[config.mk]
export PLATFORM = sky130hd
export DESIGN_NAME = sacc_top
export DESIGN_NICKNAME = d
export VERILOG_FILES = /design/src/hdl/sacc_top.v /design/src/hdl/sacc_result_mem.v /design/src/hdl/sacc_conv_engine.v
export VERILOG_INCLUDE_DIRS = /design/src /design/src/pkg
export SDC_FILE = /design/constraint.sdc
export NUM_CORES = 1
export LEC_CHECK = 0
export BUFFER_PORTS_ARGS = -buffer_cell sky130_fd_sc_hd__buf_2
export CAP_MARGIN = 20
export CORE_ASPECT_RATIO = 2
export CORE_MARGIN = 5
export CORE_UTILIZATION = 60
export CTS_CLUSTER_DIAMETER = 50
export CTS_CLUSTER_SIZE = 25
export DETAILED_ROUTE_END_ITERATION = 7
export GPL_ROUTABILITY_DRIVEN = 0
export GPL_TIMING_DRIVEN = 0
export HOLD_SLACK_MARGIN = 0.06
export PLACE_DENSITY = 0.8
export SYNTH_ARGS = -nofsm -noshare
export SYNTH_HDL_FRONTEND = slang
export SYNTH_SLANG_ARGS = --single-unit
export TNS_END_PERCENT = 20
[constraint.sdc]
create_clock -name clk -period 17.1 [get_ports clk]
set_input_delay 3.42 -clock clk [delete_from_list [all_inputs] [get_ports clk]]
set_output_delay 3.42 -clock clk [all_outputs]
set_load 0.03 [all_outputs]
[src/pkg/sacc_defs.vh]
/*
 Constants for the simultaneous conversion control block: register offsets,
 range codes, mode pattern and timing counts.
 Assumes inclusion by bare name from design files.
*/
`ifndef SACC_DEFS_VH
`define SACC_DEFS_VH

// Channel range configuration registers, two channels per register
`define SACC_ADDR_RANGE_CFG_0 4'h3
`define SACC_ADDR_RANGE_CFG_1 4'h4
`define SACC_ADDR_RANGE_CFG_2 4'h5
`define SACC_ADDR_RANGE_CFG_3 4'h6
`define SACC_RANGE_CFG_RESET 8'h00

// Range codes per channel nibble (low two bits used)
`define SACC_RANGE_2P5 2'h0
`define SACC_RANGE_5 2'h1
`define SACC_RANGE_10 2'h2

// Oversample pin pattern that selects software mode
`define SACC_SW_MODE_PATTERN 3'h7

// Conversion duration in ns and derived clock count (10 MHz clock)
`define SACC_CLK_PERIOD_NS 100
`define SACC_CONV_DURATION_NS 4000
`define SACC_CONV_CYCLES ((`SACC_CONV_DURATION_NS) / (`SACC_CLK_PERIOD_NS))

// Result width and channel count
`define SACC_RESULT_W 16
`define SACC_NUM_CH 8

`endif

[src/hdl/sacc_top.v]
/*
 Simultaneous conversion control: trigger edge detect, busy flag, range
 selection in hardware or software mode, reference select, result readout.
 Assumes all pins are synchronous to clk; the analog inputs arrive as
 eight signed 16-bit words referred to the widest range.
*/
`timescale 1ns/100ps
`default_nettype none
`include "sacc_defs.vh"

module sacc_top (
  input wire clk,
  input wire arst_n,
  input wire sample_trigger,
  input wire [2:0] oversample_ratio_pins,
  input wire range_pin,
  input wire ref_select,
  input wire [127:0] analog_in,
  input wire [2:0] rd_ch,
  input wire reg_wr,
  input wire [3:0] reg_addr,
  input wire [7:0] reg_wdata,
  output reg busy_r,
  output reg acquire_r,
  output reg sw_mode_r,
  output reg int_ref_en_r,
  output reg [15:0] live_range_r,
  output reg ext_clk_mode_r,
  output reg [15:0] result_r,
  output reg [7:0] reg_rdata_r
);

  reg rst_s1_r;
  reg rst_n_r;
  reg trig_d_r;
  reg ref_captured_r;
  reg [7:0] range_cfg_r [0:3];
  reg [15:0] latched_range_r;
  reg [127:0] sample_r;
  wire trig_rise;
  wire eng_done;
  wire [127:0] eng_codes;
  wire [15:0] mem_rd;
  wire sw_mode;
  reg [15:0] range_sel;
  integer k;
  integer j;
  wire [3:0] cfg_idx;

  // Reset release through two flops
  always @(posedge clk or negedge arst_n) begin
    if (!arst_n) begin
      rst_s1_r <= 1'b0;
      rst_n_r <= 1'b0;
    end else begin
      rst_s1_r <= 1'b1;
      rst_n_r <= rst_s1_r;
    end
  end

  assign trig_rise = sample_trigger & ~trig_d_r;
  assign sw_mode = (oversample_ratio_pins == `SACC_SW_MODE_PATTERN);

  // Register index; only the low two bits matter once the address is in range
  assign cfg_idx = reg_addr - `SACC_ADDR_RANGE_CFG_0;

  // Map a config nibble to a range code
  function [1:0] sacc_range_code;
    input [3:0] nib;
    begin
      case (nib[1:0])
        2'h0: sacc_range_code = `SACC_RANGE_2P5;
        2'h1: sacc_range_code = `SACC_RANGE_5;
        default: sacc_range_code = `SACC_RANGE_10;
      endcase
    end
  endfunction

  // Current per-channel range: pin in hardware mode, registers in software
  always @* begin
    range_sel = 16'h0000;
    for (k = 0; k < 8; k = k + 1) begin
      if (sw_mode) begin
        range_sel[k*2 +: 2] = sacc_range_code(range_cfg_r[k/2][(k%2)*4 +: 4]);
      end else begin
        range_sel[k*2 +: 2] = range_pin ? `SACC_RANGE_10 : `SACC_RANGE_5;
      end
    end
  end

  // Trigger edge, busy and acquisition tracking
  always @(posedge clk or negedge rst_n_r) begin
    if (!rst_n_r) begin
      trig_d_r <= 1'b0;
      busy_r <= 1'b0;
      acquire_r <= 1'b0;
      sample_r <= 128'h0;
      latched_range_r <= 16'h0000;
    end else begin
      trig_d_r <= sample_trigger;
      if (trig_rise && !busy_r) begin
        busy_r <= 1'b1;
        acquire_r <= 1'b0;
        sample_r <= analog_in;
        latched_range_r <= range_sel;
      end else if (eng_done) begin
        busy_r <= 1'b0;
        acquire_r <= 1'b1;
      end
    end
  end

  // Status outputs; range follows pins or registers one clock later
  always @(posedge clk or negedge rst_n_r) begin
    if (!rst_n_r) begin
      sw_mode_r <= 1'b0;
      live_range_r <= 16'h0000;
      ext_clk_mode_r <= 1'b0;
    end else begin
      sw_mode_r <= sw_mode;
      live_range_r <= range_sel;
      ext_clk_mode_r <= sw_mode;
    end
  end

  // Reference mode follows ref_select on every clock from reset release
  always @(posedge clk or negedge rst_n_r) begin
    if (!rst_n_r) begin
      ref_captured_r <= 1'b0;
      int_ref_en_r <= 1'b0;
    end else begin
      if (!ref_captured_r) begin
        ref_captured_r <= 1'b1;
        int_ref_en_r <= ref_select;
      end else begin
        int_ref_en_r <= ref_select;
      end
    end
  end

  // Range configuration registers
  always @(posedge clk or negedge rst_n_r) begin
    if (!rst_n_r) begin
      for (j = 0; j < 4; j = j + 1) begin
        range_cfg_r[j] <= `SACC_RANGE_CFG_RESET;
      end
      reg_rdata_r <= 8'h00;
    end else begin
      if (reg_wr && reg_addr >= `SACC_ADDR_RANGE_CFG_0 && reg_addr <= `SACC_ADDR_RANGE_CFG_3) begin
        range_cfg_r[cfg_idx[1:0]] <= reg_wdata;
      end
      case (reg_addr)
        `SACC_ADDR_RANGE_CFG_0: reg_rdata_r <= range_cfg_r[0];
        `SACC_ADDR_RANGE_CFG_1: reg_rdata_r <= range_cfg_r[1];
        `SACC_ADDR_RANGE_CFG_2: reg_rdata_r <= range_cfg_r[2];
        `SACC_ADDR_RANGE_CFG_3: reg_rdata_r <= range_cfg_r[3];
        default: reg_rdata_r <= 8'h00;
      endcase
    end
  end

  // Conversion engine; code step is span over 65536
  sacc_conv_engine u_eng (
    .clk(clk),
    .rst_n(rst_n_r),
    .start(trig_rise & ~busy_r),
    .sample_set(sample_r),
    .range_set(latched_range_r),
    .done_r(eng_done),
    .code_set_r(eng_codes)
  );

  // Results overwritten only at completion, so old set stays readable
  sacc_result_mem u_mem (
    .clk(clk),
    .rst_n(rst_n_r),
    .wr_en(eng_done),
    .wr_set(eng_codes),
    .rd_ch(rd_ch),
    .rd_data_r(mem_rd)
  );

  // Registered result port
  always @(posedge clk or negedge rst_n_r) begin
    if (!rst_n_r) begin
      result_r <= 16'h0000;
    end else begin
      result_r <= mem_rd;
    end
  end

endmodule // sacc_top
`default_nettype wire

[src/hdl/sacc_result_mem.v]
/*
 Result store: eight 16-bit words, one per channel, written as a whole set.
 Assumes the controller writes a set only when a conversion completes.
*/
`timescale 1ns/100ps
`default_nettype none
`include "sacc_defs.vh"

module sacc_result_mem (
  input wire clk,
  input wire rst_n,
  input wire wr_en,
  input wire [127:0] wr_set,
  input wire [2:0] rd_ch,
  output reg [15:0] rd_data_r
);

  reg [127:0] set_r;

  // Whole set updates at once so a read never mixes two conversions
  always @(posedge clk or negedge rst_n) begin
    if (!rst_n) begin
      set_r <= 128'h0;
      rd_data_r <= 16'h0000;
    end else begin
      if (wr_en) begin
        set_r <= wr_set;
      end
      rd_data_r <= set_r[rd_ch*16 +: 16];
    end
  end

endmodule // sacc_result_mem
`default_nettype wire

[src/hdl/sacc_conv_engine.v]
/*
 Conversion engine: models the on-chip oscillator timing and produces a
 twos-complement code per channel from the sampled inputs.
 Assumes a one-cycle start pulse and sampled inputs held by the caller.
*/
`timescale 1ns/100ps
`default_nettype none
`include "sacc_defs.vh"

module sacc_conv_engine (
  input wire clk,
  input wire rst_n,
  input wire start,
  input wire [127:0] sample_set,
  input wire [15:0] range_set,
  output reg done_r,
  output reg [127:0] code_set_r
);

  reg [7:0] cnt_r;
  reg run_r;
  integer i;

  // Scale a raw sample to a code for its range; narrower range saturates
  function [15:0] sacc_scale;
    input [15:0] raw;
    input [1:0] rng;
    reg [17:0] ext;
    begin
      ext = {{2{raw[15]}}, raw};
      case (rng)
        `SACC_RANGE_10: sacc_scale = raw;
        `SACC_RANGE_5: begin
          ext = ext <<< 1;
          sacc_scale = (ext[17:15] == 3'h0 || ext[17:15] == 3'h7) ? ext[15:0] :
                       (ext[17] ? 16'h8000 : 16'h7FFF);
        end
        default: begin
          ext = ext <<< 2;
          sacc_scale = (ext[17:15] == 3'h0 || ext[17:15] == 3'h7) ? ext[15:0] :
                       (ext[17] ? 16'h8000 : 16'h7FFF);
        end
      endcase
    end
  endfunction

  // Oscillator timer; all channels finish together
  always @(posedge clk or negedge rst_n) begin
    if (!rst_n) begin
      cnt_r <= 8'h00;
      run_r <= 1'b0;
      done_r <= 1'b0;
      code_set_r <= 128'h0;
    end else begin
      done_r <= 1'b0;
      if (start && !run_r) begin
        run_r <= 1'b1;
        cnt_r <= 8'h00;
      end else if (run_r) begin
        if (cnt_r == (`SACC_CONV_CYCLES - 2)) begin
          run_r <= 1'b0;
          done_r <= 1'b1;
          for (i = 0; i < 8; i = i + 1) begin
            code_set_r[i*16 +: 16] <= sacc_scale(sample_set[i*16 +: 16], range_set[i*2 +: 2]);
          end
        end else begin
          cnt_r <= cnt_r + 8'h01;
        end
      end
    end
  end

endmodule // sacc_conv_engine
`default_nettype wire

==> impl_metrics.toml <==
[critical_path]
worstPathArrival_ns = 5.68
reg2reg_to = "latched_range_r[15]"
worstSetupPathType = "input port to flop"
reg2reg_depth = 5
critPathSlowestCell = "nor3b_2"
crit_path_frequent_cell = "clkbuf_1"
crit_start = "sample_trigger"
r2r-start = "busy_r"
cp.required_ns = 17.54
crit_chain = "buf_2 -> nor3b_2 -> clkbuf_1 -> buf_8 -> clkbuf_1 -> a31oi_1"
rrSetupSlack_ns = 14.36
cp_max_fo = 10
slowest_delay_ns = 0.62
worst_setup_path_end_kind = "flop"
startpoint_type = "input port"
endpoint = "latched_range_r[15]"

[yosys]
synth_top_area_frac = 0.556
synth_seq_area_share = 0.556
synth_edf_count = 0
netlist_top_cells_count = "nand2_1 (536), dfrtp_1 (505), a21oi_1 (209)"
synth-compound-area-share = 0.126
synth.avg_cell_area_um2 = 10.5
synth_top_family_by_area = "simple AND/OR/NAND/NOR gates"
yosys_register_bits = 505
synthAdderAreaFrac = 0.0231
synthMuxAreaShare = 0.123
yosysWarnings = 0
ys_async_sr_fraction = 1.00
synth_nets = 2354
synth_cell_types = 47
netlist_instances = 2160
yosys.area.top_type = "dfrtp_1"
synthSimpleGateAreaFrac = 0.134
synth_xor_xnor_area_share = 0.000385
synth_most_common_cell = "nand2_1"
synth.area.top_cells = "dfrtp_1 (56%), nand2_1 (8.8%), mux2_2 (8.7%)"
netlist_area_um2 = 22700
synth_ff_type = "dfrtp_1"

[pwr]
ir_drop_uv = 97.1
p_seq_frac = 0.481
power.internal_mw = 2.50
clkPwrFrac = 0.171
powerDensity_nw_per_um2 = 168
power.switching_mw = 1.76
combPwrFrac = 0.348
p_leak_nw = 12.3
p_sw_frac = 0.413

[job]
maxCapViolCount = 0

[detailed_routing]
route.detailed.wl_per_inst_um = 22.6
drc_errors = 0
routed_wl_um = 64800
drt-initial-drc-count = 1502
vias_per_cell = 6.14
via_count = 17600
first_pass_iters = 6
antenna_left = 0

[global_route]
grt_max_degree = 77
gr-total-overflow = 0
antenna_found_initial = 0
grt_pass1_wl_um = 101000
grt_usage = 0.310
grt_pass1_vias = 18400

[clocking]
cts.sinks = 505
clk_pin_slew_worst_paths_ns = 0.09
cts_hold_buf = 0
clock_path_buffers = 3
postCtsSetupBuffers = 0
post_cts_resize_count = 0
htree_levels = 1
cts_root_buf = "clkbuf_16"
clk_latency_ns = 0.62
cts_buffers = 28
cts_tree = "yes"

[placed_design]
dpl.cell_count = 2825
numPortBuffers = 194
pre_cts_slack_ns = 11.22
detailed_place_hpwl_um = 50000

[floorplan]
rows = 101
die_y_um = 285
ios = 197
core_region_area_um2 = 37800
initial_core_util = 0.602
fp.dieW_um = 148
dieArea_um2 = 42100

[final_layout]
drive_gt1_frac = 0.222
fin_cells = 2873
nFillCells = 2817
final_nets = 2586
syn2layout_area_growth_pct = 11.6

[worst_hold_path]
hold_path.class = "flop to asynchronous set/reset pin"

[sta]
final-max-slew-violation-count = 0
worst_slew_pin_slew_ns = 1.19
skew_ns = 0.0354
min_period_over_period = 0.306
holdWs_ns = 0.283
layout_min_cycle_time_ns = 5.23
finalHoldViolCount = 0
rsz0062_at_grt = "false"
setup_viol = 0
finalWorstSetupSlack_ns = 11.87
max_freq_ghz = 0.191
max_slew_margin = 0.208

[outcome]
status = "finished, final reports clean"
==> cell usage in the layout (no fill, tap or decap), drive strengths merged, types with 3 or more instances in the layout <==
cell type  netlist  final
o21bai           6      6
ha              42     42
or2             16     16
a31oi           45     45
a21oi          209    209
nor2b           13     13
clkinv           1      7
a21boi           8      8
o21ai           62     62
buf             61    263
and3             4      4
mux2i           10     10
a211oi           9      9
mux2           176    176
inv             41     47
dfrtp          505    505
clkinvlp         0      3
a22o             7      7
nand3            5      5
a221oi          79     79
nand2          536    536
nand2b          10     10
nand3b          10     10
clkbuf          85    117
a41oi           14     14
mux4            32     32
nor2           154    154
==> cells by family (layout without fill, tap and decap cells) <==
logic type	after synthesis	count (layout)
adders and majority gates	42	42
buffers and inverters	188	437
DFF	505	505
and+or+nand+nor	756	756
AOI/OAI and AO/OA	449	449
other	1	2
xor gates and xnor gates	1	1
muxes	218	218
==> area by class of cell <==
type | count | area, um2 | area share
Inverter | 42 | 158 | 0.00621
Timing Repair Buffer | 202 | 1180 | 0.0464
Antenna cell | 1 | 2.50 | 0.0000986
Tap cell | 463 | 579 | 0.0228
Multi-Input combinational cell | 1467 | 9250 | 0.365
Sequential cell | 505 | 12600 | 0.498
Clock inverter | 15 | 165 | 0.00651
Clock buffer | 32 | 716 | 0.0282
Buffer | 146 | 688 | 0.0271
==> power by group through the flow <==
stage	Clock, mW	Combinational, mW	Sequential, mW
floorplan	0	1.07	1.90
global placement	0	1.35	2.05
detailed placement	0	1.45	2.05
CTS	0.742	1.47	2.03
global route	0.786	1.66	2.08
finish	0.731	1.49	2.05
==> worst min-delay path by stage <==
stage                             startpoint  slack, ns            end  cells past startpoint
after global routing                 rst_n_r       0.33   sample_r[54]                      0
after floorplan           u_mem.rd_data_r[0]       0.33    result_r[0]                      0
after detailed placement             rst_n_r       0.29      acquire_r                      0
after CTS                            rst_n_r       0.30   sample_r[54]                      0
final                                rst_n_r       0.28  sample_r[119]                      0
after global placement              rst_s1_r       0.34        rst_n_r                      0
==> routing by layer <==
layer,up-vias,GRT usage,wire (um)
met3,277,0.0455,3640
met5,-,0,0
met4,0,0.249,6830
li1,7907,-,-
met1,8631,0.315,20500
met2,818,0.557,33800
==> critical path, delay by kind of cell <==
kind | cells | cell delay, ns
buffers and inverters | 4 | 1.43
AND/OR/NAND/NOR | 1 | 0.62
AO/OA/AOI/OAI | 1 | 0.18
==> sequential cells by signal, summed over array words and instances (netlist names), 8 cells and up <==
name              cells
u_eng.cnt_r           8
u_mem.rd_data_r      16
u_mem.set_r         128
sample_r            128
u_eng.code_set_r    128
latched_range_r      16
range_cfg_r          32
reg_rdata_r           8
result_r             16
live_range_r         16
==> metrics by stage <==
step | power [mW] | TNS, ns | area (um2) | util
floorplan | 2.97 | 0 | 22700 | -
global placement | 3.40 | -1226.72 | 24300 | 0.643
detailed placement | 3.50 | 0 | 24500 | 0.648
CTS | 4.24 | 0 | 25400 | 0.672
global route | 4.53 | 0 | 25400 | 0.672
finish | 4.27 | 0 | 25400 | 0.672
Power figures use the tool's default switching activity.
